### src/pkg/ncs_pkg.sv
// Package of constants and types for the NCO channel select block
package ncs_pkg;

    // ----------------------------------------------------------------
    // Widths
    // ----------------------------------------------------------------
    localparam int NCS_WORD_W   = 48;
    localparam int NCS_ADDR_W   = 12;
    localparam int NCS_DATA_W   = 8;
    localparam int NCS_CHAN_W   = 4;
    localparam int NCS_NUM_CHAN = 16;

    // ----------------------------------------------------------------
    // Register offsets
    // ----------------------------------------------------------------
    localparam logic [11:0] NCS_PIN_FUNC_LOW_OFS  = 12'h040;
    localparam logic [11:0] NCS_PIN_FUNC_HIGH_OFS = 12'h041;
    localparam logic [11:0] NCS_SYNC_CTRL_OFS     = 12'h300;
    localparam logic [11:0] NCS_CHAN0_SEL_OFS     = 12'h314;
    localparam logic [11:0] NCS_CHAN1_SEL_OFS     = 12'h334;
    localparam logic [11:0] NCS_CHAN2_SEL_OFS     = 12'h354;
    localparam logic [11:0] NCS_CHAN3_SEL_OFS     = 12'h374;
    localparam logic [11:0] NCS_STATUS_OFS        = 12'h315;

    // ----------------------------------------------------------------
    // Reset values
    // ----------------------------------------------------------------
    localparam logic [7:0] NCS_PIN_FUNC_LOW_RST  = 8'h00;
    localparam logic [7:0] NCS_PIN_FUNC_HIGH_RST = 8'h00;
    localparam logic [7:0] NCS_SYNC_CTRL_RST     = 8'h00;
    localparam logic [7:0] NCS_CHAN_SEL_RST      = 8'h00;

    // ----------------------------------------------------------------
    // Field positions and codes
    // ----------------------------------------------------------------
    localparam int NCS_SOFT_RST_BIT   = 4;
    localparam int NCS_SYNC_EN_LSB    = 0;
    localparam int NCS_SEL_MODE_LSB   = 4;
    localparam int NCS_PIN1_LOW_LSB   = 0;
    localparam int NCS_PIN2_LOW_LSB   = 3;
    localparam int NCS_PIN1_HIGH_LSB  = 0;
    localparam int NCS_PIN2_HIGH_LSB  = 4;
    localparam logic [2:0] NCS_PIN_LOW_SEL_CODE  = 3'h6;
    localparam logic [3:0] NCS_PIN_HIGH_SEL_CODE = 4'h0;

    typedef enum logic [3:0] {
        NCS_MODE_REG      = 4'h0,
        NCS_MODE_LVL_A    = 4'h1,
        NCS_MODE_LVL_B    = 4'h2,
        NCS_MODE_LVL_C    = 4'h3,
        NCS_MODE_LVL_D    = 4'h4,
        NCS_MODE_LVL_E    = 4'h5,
        NCS_MODE_LVL_F    = 4'h6,
        NCS_MODE_EDGE_P1  = 4'h8,
        NCS_MODE_EDGE_P2  = 4'h9,
        NCS_MODE_EDGE_P3  = 4'hA,
        NCS_MODE_EDGE_P4  = 4'hB
    } ncs_sel_mode_t;

endpackage : ncs_pkg

### src/pkg/ncs_nco_if.sv
// Interface between channel select control and the phase accumulator
interface ncs_nco_if;
    import ncs_pkg::*;
    logic [NCS_WORD_W-1:0] frequency_tuning_word;
    logic [NCS_WORD_W-1:0] num;
    logic [NCS_WORD_W-1:0] den;
    logic [NCS_WORD_W-1:0] phase_offset_word;
    logic                  sync;
    logic [NCS_WORD_W-1:0] phase;
    logic                  mod_active;

    modport ctrl (output frequency_tuning_word, output num, output den, output phase_offset_word, output sync,
                  input phase, input mod_active);
    modport acc  (input frequency_tuning_word, input num, input den, input phase_offset_word, input sync,
                  output phase, output mod_active);
endinterface : ncs_nco_if

### src/hdl/ncs_phase_acc.sv
// Phase accumulator with programmable modulus and phase offset
module ncs_phase_acc
    import ncs_pkg::*;
(
    input  wire logic clk,
    input  wire logic arst_n,
    ncs_nco_if.acc    nco
);

    logic [NCS_WORD_W-1:0] acc_reg;
    logic [NCS_WORD_W-1:0] acc_next;
    logic [NCS_WORD_W:0]   frac_reg;
    logic [NCS_WORD_W:0]   frac_next;
    logic [NCS_WORD_W-1:0] phase_reg;
    logic [NCS_WORD_W-1:0] phase_next;
    logic                  mod_reg;
    logic                  mod_next;
    logic                  carry;
    logic [NCS_WORD_W:0]   frac_sum;

    // ----------------------------------------------------------------
    // Accumulator update
    // ----------------------------------------------------------------
    always_comb begin
        mod_next = (nco.num != '0);
        frac_sum = frac_reg + {1'b0, nco.num};
        carry    = 1'b0;
        frac_next = frac_sum;
        if (!mod_next) begin
            frac_next = '0;
        end else if (frac_sum >= {1'b0, nco.den}) begin
            // Fraction wraps modulo the denominator
            frac_next = frac_sum - {1'b0, nco.den};
            carry     = 1'b1;
        end
        // Twos complement add; the wrap of 48 bits is the phase wrap
        acc_next   = acc_reg + nco.frequency_tuning_word + {{(NCS_WORD_W-1){1'b0}}, carry};
        phase_next = acc_reg + nco.phase_offset_word;
        if (nco.sync) begin
            acc_next  = '0;
            frac_next = '0;
        end
    end

    always_ff @(posedge clk or negedge arst_n) begin
        if (!arst_n) begin
            acc_reg   <= '0;
            frac_reg  <= '0;
            phase_reg <= '0;
            mod_reg   <= 1'b0;
        end else begin
            acc_reg   <= acc_next;
            frac_reg  <= frac_next;
            phase_reg <= phase_next;
            mod_reg   <= mod_next;
        end
    end

    assign nco.phase      = phase_reg;
    assign nco.mod_active = mod_reg;

    // ----------------------------------------------------------------
    // Checks
    // ----------------------------------------------------------------
    acc_sync_zero_a: assert property (@(posedge clk) disable iff (!arst_n)
        nco.sync |=> acc_reg == '0)
        else $error("accumulator not cleared by sync");

    acc_coherent_step_a: assert property (@(posedge clk) disable iff (!arst_n)
        (!nco.sync && nco.num == '0) |=> acc_reg == $past(acc_reg) + $past(nco.frequency_tuning_word))
        else $error("coherent step differs from tuning word");

    phase_offset_sum_a: assert property (@(posedge clk) disable iff (!arst_n)
        1'b1 |=> phase_reg == $past(acc_reg) + $past(nco.phase_offset_word))
        else $error("output phase not accumulator plus offset");

    frac_idle_a: assert property (@(posedge clk) disable iff (!arst_n)
        nco.num == '0 |=> frac_reg == '0 && !mod_reg)
        else $error("modulus logic active with zero numerator");

endmodule : ncs_phase_acc

### src/hdl/ncs_chan_select.sv
// NCO channel select: register access, shadow tuning bank, selectors
// ----------------------------------------------------------------
// Overview of operation
// - Nonzero numerator enables modulus; zero disables it
// - Tuning word is 48-bit twos complement
// - Denominator word is 48-bit unsigned modulus
// - Tuning and offset words writable any time
// - 48-bit phase offset added per oscillator
// - Sixteen shadow tuning channels kept
// - Exactly one channel active at any time
// - Selector has level, edge and register modes
// - Modes 0x1-0x6: pin levels give channel
// - Unconfigured select pins read as low
// - Modes 0x8-0x9: rising edges advance counter; 0xA-0xB hold it
// - Low four bits set counter wrap point
// - Sync or soft reset clears counter
// - Register mode takes channel from register
// - Switching channel leaves accumulated phase alone
// - Mode zero selects register map control
// - Accumulator resets to zero, advances each cycle
// - Soft reset bit resets all accumulators
// ----------------------------------------------------------------
module ncs_chan_select
    import ncs_pkg::*;
#(
    parameter int         NUM_CHAN = NCS_NUM_CHAN,
    parameter int         DDC_IDX  = 0
)
(
    input  wire logic                  clk,
    input  wire logic                  arst_n,
    input  wire logic                  reg_wr,
    input  wire logic                  reg_rd,
    input  wire logic [NCS_ADDR_W-1:0] reg_addr,
    input  wire logic [NCS_DATA_W-1:0] reg_wdata,
    output      logic [NCS_DATA_W-1:0] reg_rdata,
    input  wire logic                  chan_wr,
    input  wire logic [NCS_CHAN_W-1:0] chan_idx,
    input  wire logic [NCS_WORD_W-1:0] chan_ftw,
    input  wire logic [NCS_WORD_W-1:0] chan_pow,
    input  wire logic [NCS_WORD_W-1:0] modulus_numerator_word,
    input  wire logic [NCS_WORD_W-1:0] modulus_denominator_word,
    input  wire logic                  sysref,
    input  wire logic                  select_pin_one,
    input  wire logic                  select_pin_two,
    output      logic [NCS_WORD_W-1:0] nco_phase,
    output      logic [NCS_CHAN_W-1:0] active_chan,
    output      logic                  modulus_active
);

    // ----------------------------------------------------------------
    // Decode helpers
    // ----------------------------------------------------------------
    // A pin feeds the selector only when both function fields pick it
    function automatic logic pin_enabled(input logic [2:0] low_fld,
                                         input logic [3:0] high_fld);
        pin_enabled = (low_fld == NCS_PIN_LOW_SEL_CODE) &&
                      (high_fld == NCS_PIN_HIGH_SEL_CODE);
    endfunction : pin_enabled

    function automatic logic [11:0] sel_ofs(input int idx);
        unique case (idx)
            0:       sel_ofs = NCS_CHAN0_SEL_OFS;
            1:       sel_ofs = NCS_CHAN1_SEL_OFS;
            2:       sel_ofs = NCS_CHAN2_SEL_OFS;
            default: sel_ofs = NCS_CHAN3_SEL_OFS;
        endcase
    endfunction : sel_ofs

    localparam logic [11:0] SEL_OFS = sel_ofs(DDC_IDX);

    // ----------------------------------------------------------------
    // Registers
    // ----------------------------------------------------------------
    logic [7:0] pin_func_low_reg;
    logic [7:0] pin_func_low_next;
    logic [7:0] pin_func_high_reg;
    logic [7:0] pin_func_high_next;
    logic [7:0] sync_ctrl_reg;
    logic [7:0] sync_ctrl_next;
    logic [7:0] sel_ctrl_reg;
    logic [7:0] sel_ctrl_next;
    logic [7:0] rdata_reg;
    logic [7:0] rdata_next;
    logic [NCS_CHAN_W-1:0] active_chan_reg;
    logic [NCS_CHAN_W-1:0] active_chan_next;

    // Declared early so the status read can see the modulus flag
    ncs_nco_if nco ();

    always_comb begin
        pin_func_low_next  = pin_func_low_reg;
        pin_func_high_next = pin_func_high_reg;
        sync_ctrl_next     = sync_ctrl_reg;
        sel_ctrl_next      = sel_ctrl_reg;
        rdata_next         = rdata_reg;
        if (reg_wr) begin
            unique case (reg_addr)
                NCS_PIN_FUNC_LOW_OFS:  pin_func_low_next  = reg_wdata;
                NCS_PIN_FUNC_HIGH_OFS: pin_func_high_next = reg_wdata;
                NCS_SYNC_CTRL_OFS:     sync_ctrl_next     = reg_wdata;
                SEL_OFS:               sel_ctrl_next      = reg_wdata;
                default: ;
            endcase
        end
        if (reg_rd) begin
            unique case (reg_addr)
                NCS_PIN_FUNC_LOW_OFS:  rdata_next = pin_func_low_reg;
                NCS_PIN_FUNC_HIGH_OFS: rdata_next = pin_func_high_reg;
                NCS_SYNC_CTRL_OFS:     rdata_next = sync_ctrl_reg;
                SEL_OFS:               rdata_next = sel_ctrl_reg;
                NCS_STATUS_OFS:        rdata_next = {3'h0, nco.mod_active, active_chan_reg};
                default:               rdata_next = 8'h00;
            endcase
        end
    end

    always_ff @(posedge clk or negedge arst_n) begin
        if (!arst_n) begin
            pin_func_low_reg  <= NCS_PIN_FUNC_LOW_RST;
            pin_func_high_reg <= NCS_PIN_FUNC_HIGH_RST;
            sync_ctrl_reg     <= NCS_SYNC_CTRL_RST;
            sel_ctrl_reg      <= NCS_CHAN_SEL_RST;
            rdata_reg         <= 8'h00;
        end else begin
            pin_func_low_reg  <= pin_func_low_next;
            pin_func_high_reg <= pin_func_high_next;
            sync_ctrl_reg     <= sync_ctrl_next;
            sel_ctrl_reg      <= sel_ctrl_next;
            rdata_reg         <= rdata_next;
        end
    end

    // ----------------------------------------------------------------
    // Synchronisation event
    // ----------------------------------------------------------------
    logic soft_rst;
    logic sync_evt;

    // Accumulators stay cleared while the soft reset bit is high
    assign soft_rst = sync_ctrl_reg[NCS_SOFT_RST_BIT];
    assign sync_evt = soft_rst ||
                      (sysref && (sync_ctrl_reg[NCS_SYNC_EN_LSB +: 2] != 2'h0));

    // ----------------------------------------------------------------
    // Shadow tuning bank
    // ----------------------------------------------------------------
    logic [NCS_WORD_W-1:0] ftw_mem [NUM_CHAN];
    logic [NCS_WORD_W-1:0] pow_mem [NUM_CHAN];

    // Writes land at any time; the accumulator just picks them up
    always_ff @(posedge clk or negedge arst_n) begin
        if (!arst_n) begin
            for (int i = 0; i < NUM_CHAN; i++) begin
                ftw_mem[i] <= '0;
                pow_mem[i] <= '0;
            end
        end else if (chan_wr) begin
            ftw_mem[chan_idx] <= chan_ftw;
            pow_mem[chan_idx] <= chan_pow;
        end
    end

    // ----------------------------------------------------------------
    // Channel selector
    // ----------------------------------------------------------------
    logic                  pin1_en;
    logic                  pin2_en;
    logic                  pin1_lvl;
    logic                  pin2_lvl;
    logic                  pin1_prev_reg;
    logic                  pin2_prev_reg;
    logic                  edge_hit;
    logic [3:0]            sel_mode;
    logic [3:0]            wrap_pt;
    logic [NCS_CHAN_W-1:0] edge_cnt_reg;
    logic [NCS_CHAN_W-1:0] edge_cnt_next;
    logic                  edge_mode;

    assign pin1_en  = pin_enabled(pin_func_low_reg[NCS_PIN1_LOW_LSB +: 3],
                                  pin_func_high_reg[NCS_PIN1_HIGH_LSB +: 4]);
    assign pin2_en  = pin_enabled(pin_func_low_reg[NCS_PIN2_LOW_LSB +: 3],
                                  pin_func_high_reg[NCS_PIN2_HIGH_LSB +: 4]);
    assign pin1_lvl = select_pin_one && pin1_en;
    assign pin2_lvl = select_pin_two && pin2_en;
    assign sel_mode = sel_ctrl_reg[NCS_SEL_MODE_LSB +: 4];
    assign wrap_pt  = sel_ctrl_reg[3:0];
    assign edge_mode = (sel_mode >= NCS_MODE_EDGE_P1) && (sel_mode <= NCS_MODE_EDGE_P4);

    always_comb begin
        // Only two select pins exist here; the other edge codes see none
        unique case (sel_mode)
            NCS_MODE_EDGE_P1: edge_hit = pin1_lvl && !pin1_prev_reg;
            NCS_MODE_EDGE_P2: edge_hit = pin2_lvl && !pin2_prev_reg;
            default:          edge_hit = 1'b0;
        endcase
        edge_cnt_next = edge_cnt_reg;
        if (sync_evt) begin
            edge_cnt_next = '0;
        end else if (edge_mode && edge_hit) begin
            // A wrap point lowered below the count also sends it home
            if (edge_cnt_reg >= wrap_pt) begin
                edge_cnt_next = '0;
            end else begin
                edge_cnt_next = edge_cnt_reg + 4'h1;
            end
        end
    end

    always_comb begin
        // One channel number is produced in every mode
        unique case (sel_mode)
            NCS_MODE_REG:     active_chan_next = sel_ctrl_reg[3:0];
            NCS_MODE_LVL_A:   active_chan_next = {2'h0, pin2_lvl, pin1_lvl};
            NCS_MODE_LVL_B:   active_chan_next = {2'h0, pin1_lvl, pin2_lvl};
            NCS_MODE_LVL_C:   active_chan_next = {3'h0, pin1_lvl};
            NCS_MODE_LVL_D:   active_chan_next = {3'h0, pin2_lvl};
            NCS_MODE_LVL_E:   active_chan_next = {pin2_lvl, pin1_lvl, 2'h0};
            NCS_MODE_LVL_F:   active_chan_next = {pin1_lvl, pin2_lvl, 2'h0};
            NCS_MODE_EDGE_P1,
            NCS_MODE_EDGE_P2,
            NCS_MODE_EDGE_P3,
            NCS_MODE_EDGE_P4: active_chan_next = edge_cnt_reg;
            default:          active_chan_next = active_chan_reg;
        endcase
    end

    always_ff @(posedge clk or negedge arst_n) begin
        if (!arst_n) begin
            pin1_prev_reg   <= 1'b0;
            pin2_prev_reg   <= 1'b0;
            edge_cnt_reg    <= '0;
            active_chan_reg <= '0;
        end else begin
            pin1_prev_reg   <= pin1_lvl;
            pin2_prev_reg   <= pin2_lvl;
            edge_cnt_reg    <= edge_cnt_next;
            active_chan_reg <= active_chan_next;
        end
    end

    // ----------------------------------------------------------------
    // Phase accumulator
    // ----------------------------------------------------------------
    // Channel change swaps the increment and phase offset, never the accumulator
    assign nco.frequency_tuning_word  = ftw_mem[active_chan_reg];
    assign nco.phase_offset_word  = pow_mem[active_chan_reg];
    assign nco.num  = modulus_numerator_word;
    assign nco.den  = modulus_denominator_word;
    assign nco.sync = sync_evt;

    ncs_phase_acc u_acc (
        .clk    (clk),
        .arst_n (arst_n),
        .nco    (nco.acc)
    );

    assign reg_rdata      = rdata_reg;
    assign active_chan    = active_chan_reg;
    assign nco_phase      = nco.phase;
    assign modulus_active = nco.mod_active;

    // ----------------------------------------------------------------
    // Checks
    // ----------------------------------------------------------------
    edge_cnt_clear_a: assert property (@(posedge clk) disable iff (!arst_n)
        sync_evt |=> edge_cnt_reg == '0)
        else $error("edge counter not cleared by sync");

    edge_cnt_wrap_a: assert property (@(posedge clk) disable iff (!arst_n)
        (!sync_evt && edge_mode && edge_hit && edge_cnt_reg >= wrap_pt)
        |=> edge_cnt_reg == '0)
        else $error("edge counter did not wrap");

    edge_cnt_step_a: assert property (@(posedge clk) disable iff (!arst_n)
        (!sync_evt && edge_mode && edge_hit && edge_cnt_reg < wrap_pt)
        |=> edge_cnt_reg == $past(edge_cnt_reg) + 4'h1)
        else $error("edge counter did not advance");

    reg_mode_chan_a: assert property (@(posedge clk) disable iff (!arst_n)
        (sel_mode == NCS_MODE_REG)
        |=> active_chan_reg == $past(sel_ctrl_reg[3:0]))
        else $error("register mode channel mismatch");

    pin_tied_low_a: assert property (@(posedge clk) disable iff (!arst_n)
        (sel_mode == NCS_MODE_LVL_A && !pin1_en && !pin2_en)
        |=> active_chan_reg == '0)
        else $error("unconfigured pin reached selector");

    level_mode_a: assert property (@(posedge clk) disable iff (!arst_n)
        (sel_mode == NCS_MODE_LVL_A)
        |=> active_chan_reg == {2'h0, $past(pin2_lvl), $past(pin1_lvl)})
        else $error("level mode channel mismatch");

    soft_rst_hold_a: assert property (@(posedge clk) disable iff (!arst_n)
        soft_rst [*3] |-> nco_phase == $past(nco.phase_offset_word))
        else $error("phase not held at offset in soft reset");

endmodule : ncs_chan_select

### config.mk
export PLATFORM = sky130hd
export DESIGN_NAME = ncs_chan_select
export DESIGN_NICKNAME = d
export VERILOG_FILES = /design/src/pkg/ncs_pkg.sv /design/src/pkg/ncs_nco_if.sv /design/src/hdl/ncs_phase_acc.sv /design/src/hdl/ncs_chan_select.sv
export SDC_FILE = /design/constraint.sdc
export NUM_CORES = 2
export LEC_CHECK = 0
export BUFFER_PORTS_ARGS = -buffer_cell sky130_fd_sc_hd__buf_2
export CAP_MARGIN = 25
export CORE_MARGIN = 10
export CORE_UTILIZATION = 45
export DETAILED_ROUTE_END_ITERATION = 8
export PLACE_DENSITY = 0.65
export SLEW_MARGIN = 40
export SYNTH_ARGS = -nofsm -noshare
export SYNTH_HDL_FRONTEND = slang
export SYNTH_SLANG_ARGS = --single-unit
export TNS_END_PERCENT = 10
### constraint.sdc
create_clock -name clk -period 8.8 [get_ports clk]
set_clock_uncertainty 0.05 [all_clocks]
set_input_delay 0.88 -clock clk [delete_from_list [all_inputs] [get_ports clk]]
set_output_delay 0.88 -clock clk [all_outputs]
set_load 0.005 [all_outputs]
* Word level (Yosys, flattened, before mapping)
Cells that the tools add are included.
** Storage, ports and cells
- Bits in registers :: 1732
- Bits of input ports :: 224
- Output and inout bits :: 61
- Logic and storage cells :: 124
** Operators by class
- Add/sub/neg operators :: 6
- $lt $le $gt $ge :: 7
- Equal/unequal tests :: 17
- Muxes and demuxes :: 22
- Bitwise logic cells :: 2
- Reductions and logical operators :: 25
** Operator list (number)
- 768-bit bitwise mux :: 2
- 48-bit binary-select mux with 4-bit select :: 2
- 48-bit 2-to-1 mux :: 6
- 48-bit demux with 4-bit select :: 1
- 49-bit 2-to-1 mux :: 3
- 48-bit adder :: 2
- 49-bit by 48-bit adder with 49-bit output :: 1
- 49-bit by 48-bit greater-or-equal comparator with 1-bit output :: 1
- 49-bit by 48-bit subtractor with 49-bit output :: 1
- 48-bit by 1-bit adder with 48-bit output :: 1
- 48-bit nonzero test :: 1
- 8-bit one-hot mux with 5 select lines :: 1
- 12-bit by 10-bit equality test with 1-bit output (second input constant) :: 3
- 4-bit one-hot mux with 8 select lines :: 1
- 12-bit by 7-bit equality test with 1-bit output (second input constant) :: 2
- 4-bit equality test (second input constant) :: 4
- 4-bit by 3-bit equality test with 1-bit output (second input constant) :: 3
- 4-bit logical NOT :: 3
- 4-bit 2-to-1 mux :: 3
- 5-bit greater-or-equal comparator (second input constant) :: 2
- 1-bit logical AND :: 10
- 4-bit NOT with 5-bit output :: 2
- 4-bit by 2-bit equality test with 1-bit output (second input constant) :: 2
- 2-bit AND reduction :: 4
- 14 further kinds :: 18

* Depth between registers and ports, before layout
- Depth after elaboration :: 8
- Gate-level depth with buffers :: 37
- Mapped depth without buffers :: 35

* Cells and area by module
From an unflattened synthesis, not the netlist that was laid out.
** Second synthesis, totals
- Cell total of the unflattened synthesis :: 6087
- Area, all modules :: 86222.7 um^2
** Modules (own cells, without submodules)
- ncs_chan_select :: times used 1, cells an instance 4191, area an instance 71050.6 um^2, sequential area each 39688.1 um^2
- ncs_phase_acc :: times used 1, cells an instance 1896, area an instance 15172.1 um^2, sequential area each 3653.5 um^2

* Least setup slack after synthesis
Ideal clock, no wire load.
- Kind :: input to register
- From :: input port modulus_numerator_word[0]
- To :: register u_acc.acc_reg[40]
- Library setup time :: 0.069 ns
- Data arrival time :: 7.867 ns
- Data required time :: 8.681 ns
- Path slack :: 0.814 ns
- Stages :: 37
- Buffers on the path :: 2
- Cell sequence :: ha_1 fa_1 a21oi_1 o21ai_1 a31oi_1 a211oi_2 o211ai_2 and3_1 a21oi_1 a41oi_1 xnor2_1 ha_1 clkbuf_1 and3_1 nand2_1 nor3_1 nand4_1 nor4_1 nand2_1 nand2_1 a41oi_1 nand2_1 clkbuf_1 nand2_1 fa_1 fa_1 nor2b_1 o21a_1 o21ai_1 a211oi_2 o21ai_0 a2111oi_2 o21ai_1 nand2_1 o21ai_1 or4_1 nand3_1
** Between the ends
- Word-level cells in the longest chain between the ends :: 6
- Elaborated cells on any way between the ends :: 7
- Classes of those cells :: add/sub (2); order compare (1); mux (3); reduce/logical (1)
** RTL lines
- from (decl) :: line ncs_chan_select.sv:41 : input wire logic [NCS_WORD_W-1:0] modulus_numerator_word,
- 49-bit by 48-bit adder with 49-bit output :: line ncs_phase_acc.sv:26 : frac_sum = frac_reg + {1'b0, nco.num};
- 49-bit by 48-bit greater-or-equal comparator with 1-bit output :: line ncs_phase_acc.sv:31 : end else if (frac_sum >= {1'b0, nco.den}) begin
- 1-bit 2-to-1 mux :: line ncs_phase_acc.sv:31
- 1-bit 2-to-1 mux * :: line ncs_phase_acc.sv:29 : if (!mod_next) begin
- 48-bit by 1-bit adder with 48-bit output * :: line ncs_phase_acc.sv:37 : acc_next = acc_reg + nco.frequency_tuning_word + {{(NCS_WORD_W-1){1'b0}}, carry};
- 48-bit 2-to-1 mux * :: line ncs_phase_acc.sv:39 : if (nco.sync) begin
- named net u_acc.acc_next[40] :: line ncs_phase_acc.sv:11 : logic [NCS_WORD_W-1:0] acc_next;
- to (signal assigned) :: line ncs_phase_acc.sv:52 : acc_reg <= acc_next;
- to (decl) :: line ncs_phase_acc.sv:10 : logic [NCS_WORD_W-1:0] acc_reg;
Mark *: on every way through the listed nets, which the timed path passes. The rest lies on a longest branch.
A chain may end at the register's enable or synchronous reset.

* Final worst setup path
- From :: register u_acc.frac_reg[18]
- To :: register u_acc.acc_reg[40]
** Between the ends
- Word-level cells in the longest chain between the ends :: 6
** RTL lines
- from (decl) :: line ncs_phase_acc.sv:12 : logic [NCS_WORD_W:0] frac_reg;
- from (signal assigned) :: line ncs_phase_acc.sv:53 : frac_reg <= frac_next;
- 49-bit by 48-bit adder with 49-bit output :: line ncs_phase_acc.sv:26
- 49-bit by 48-bit greater-or-equal comparator with 1-bit output :: line ncs_phase_acc.sv:31
- 1-bit 2-to-1 mux :: line ncs_phase_acc.sv:31
- 1-bit 2-to-1 mux :: line ncs_phase_acc.sv:29
- 48-bit by 1-bit adder with 48-bit output :: line ncs_phase_acc.sv:37
- 48-bit 2-to-1 mux :: line ncs_phase_acc.sv:39
- named net u_acc.acc_next[40] :: line ncs_phase_acc.sv:11
The timed path passes the listed nets, and every way through them passes these cells.

==> metrics.txt <==
outcome=finished clean; setup slack, reg-to-reg=530 ps; number of H-tree levels=4; Final Util=0.511; part of the cycle the worst path needs=0.939; Final HPWL DP=147000 µm; Hold Crit Start=reg_wdata[7]; Worst-Skew Late Latency=840 ps; # clock sinks=1732; I/O Buffers=284; Layout fillers=around 16000; FP Rows=159; drt drc=0; total wire length=233000 µm; nets=6630; synth unique cells=84; area delta synth->final=12.6%; post-synthesis average cell area=14.2 µm²; fraction of layout cells with a size suffix above 1=0.442; WP data required=between 9000 and 10000 ps; peak supply drop=between 0.0003 and 0.0004 V; global-route usage over all layers=0.220; Max clock buf depth=3; Slew HR=0.381; Worst Hold End=pin_func_high_reg[7]; fraction of registers with async set/reset=1.00; initial antenna violation count=between 50 and 60; design area=0.0964 mm²; RSZ-0062 raised after global routing=no; Worst R2R End=u_acc.acc_reg[40]; Reg2Reg Depth=36; Pwr Density=314 mW/mm²; count of final hold-check violations=0; sequential fraction of the synthesis area=0.507; Synth area leader=dfrtp_1; number of flops mapped to enable cells by yosys=0; ranking of synthesized cells by area=dfrtp_1 (51%), mux2_2 (21%), mux4_2 (13%); most used flip-flop cell after synthesis=dfrtp_1; Reg clk slew, reported paths=60 ps; Tightest Hold Check Type=in -> reg; Least-Margin Pin Slew=928 ps; Pre-antenna DRT Iters=5; cts bufs inserted=approximately 180; wire per inst=roughly 26 µm; Final ANT Viol Nets=0; 1st-iter DRT viols=about 3600; Seq cells post-synth=1732; standby leakage power=41.3 nW; Cell Area, Synth=0.0856 mm²; die height=456 µm; Post-DP Area=0.0900 mm²; # setup viols final=0; share of the synthesized area in the top cell type=0.507; Post-Syn Nets=about 6500; r2r startpoint=u_acc.frac_reg[18]; Ports=around 290; Final min period=8270 ps; crit-path max cell delay=520 ps; die area=0.208 mm²; vias in the first global route=54700; Crit Path Category=reg -> reg; CP arrival=8970 ps; Fmax achieved=121 MHz; initial core utilization=0.454; worst-path fanout max=6; post-route non-filler standard cell count=8855; DR vias=around 53000; Slowest-stage cell, CP=fa_1; max cap viols=0; core area=about 0.19 mm²; routability cong.=0.912; cell count after synthesis=6031; final slew viol count=0; Vias/cell=5.97; largest net degree at the start of global routing=163; dpl cells=8509; Root Buffer=clkbuf_16; GRT Residual Overflow=0; CTS tree=built; most frequent cells in the layout=dfrtp_1 (1728), mux2_2 (1568), mux4_2 (480); Die Wd=456 µm; Setup crit end kind=flop; first-pass GRT wire length=354000 µm; Hold Path Stages=2; Syn. warnings=0; CP Launch Type=flop; leading cell type in the layout, fill and taps excluded=dfrtp_1
[metrics by stage]
| step | TNS, ps | power (mW) | setup WS (ps) | hold WS, ps |
|---|---|---|---|---|
| final | 0 | 30.2 | 533 | 278 |
| after global routing | 0 | 32.0 | 9.97 | 235 |
| after CTS | 0 | 30.4 | 570 | 213 |
| after detailed placement | -34.1 | 22.5 | -21.0 | 437 |
| after global placement | -61.3 | 22.2 | -61.3 | 431 |
| after floorplan | 0 | 19.0 | 814 | 422 |
[worst max-delay path, delay by kind of cell (launching register included)]
family / cells / cell delay, ps
flops: 1 / 370
compound gates: 15 / 2910
simple gates: 13 / 2470
buf+inv: 3 / 520
fa+ha+maj: 4 / 1700
xor+xnor: 1 / 170
[logic make-up after synthesis]
group                      after synthesis  synth area share
AOI/OAI and AO/OA                      682            0.0519
buffers and inverters                  547            0.0243
xor gates and xnor gates               159            0.0163
muxes                                 2055             0.334
and+or+nand+nor                        657            0.0379
DFF                                   1732             0.507
adders and majority gates              199            0.0295
[how the worst max path moves through the flow]
| stage | from | endpoint | cells past startpoint |
|---|---|---|---|
| 6_report | u_acc.frac_reg[18] | u_acc.acc_reg[40] | 36 |
| 5_1_grt | u_acc.frac_reg[18] | u_acc.acc_reg[40] | 36 |
| 4_1_cts | u_acc.frac_reg[1] | u_acc.acc_reg[40] | 34 |
| 3_5_place_dp | modulus_numerator_word[18] | u_acc.acc_reg[40] | 37 |
| 3_3_place_gp | modulus_numerator_word[1] | u_acc.acc_reg[40] | 35 |
| 2_1_floorplan | modulus_numerator_word[0] | u_acc.acc_reg[40] | 37 |
[routing by layer]
metal,global-route usage,share of wire,vias to the layer above
li1,-,-,22900
met1,0.305,0.44,28300
met2,0.357,0.48,1204
met3,0.0332,0.046,423
met4,0.0674,0.030,34
met5,0,0.00089,-
[final cells by class]
cell class,count,area [µm²],share of cell area
flip-flops and latches,1732,43400,0.450
multi-input cells,3752,40300,0.418
clock buffers,264,5240,0.0543
well taps,2495,3120,0.0324
repair buffers,426,3060,0.0317
clock inverters,67,865,0.00897
inverters,111,417,0.00432
diodes,8,20.0,0.000208
[what timing repair did]
action,in CTS,in global routing
hold buffers,1,0
resized for setup,0,3
setup endpoints to repair,0,4
hold endpoints to repair,64,0
setup buffers,0,0
[synth_stat cells (all sizes together) (8+ instances only)]
cell type and n:
o21a 29, a211oi 29, inv 111, xnor2 96
o31ai 13, clkbuf 363, o21bai 28, mux4 480
nor2b 30, or3 14, a21oi 226, nor3 38
ha 194, a21o 103, nand2 196, nand3 59
o21ai 114, and3 27, nor2 145, nor4 20
dfrtp 1732, a31oi 26, mux2 1568, a22oi 12
buf 73, nand2b 22, xor2 63, nor3b 8
nand3b 9, and2 23, nand4 34, o211ai 13
[power breakdown]
group          leakage (nW)  internal (mW)  switching [mW]
clock                  2.97           4.44            3.36
combinational          17.1           5.30            5.97
sequential             21.2           10.0            1.14
total                  41.3           19.8            10.5
Note: power is estimated with default switching activity, not from simulation.
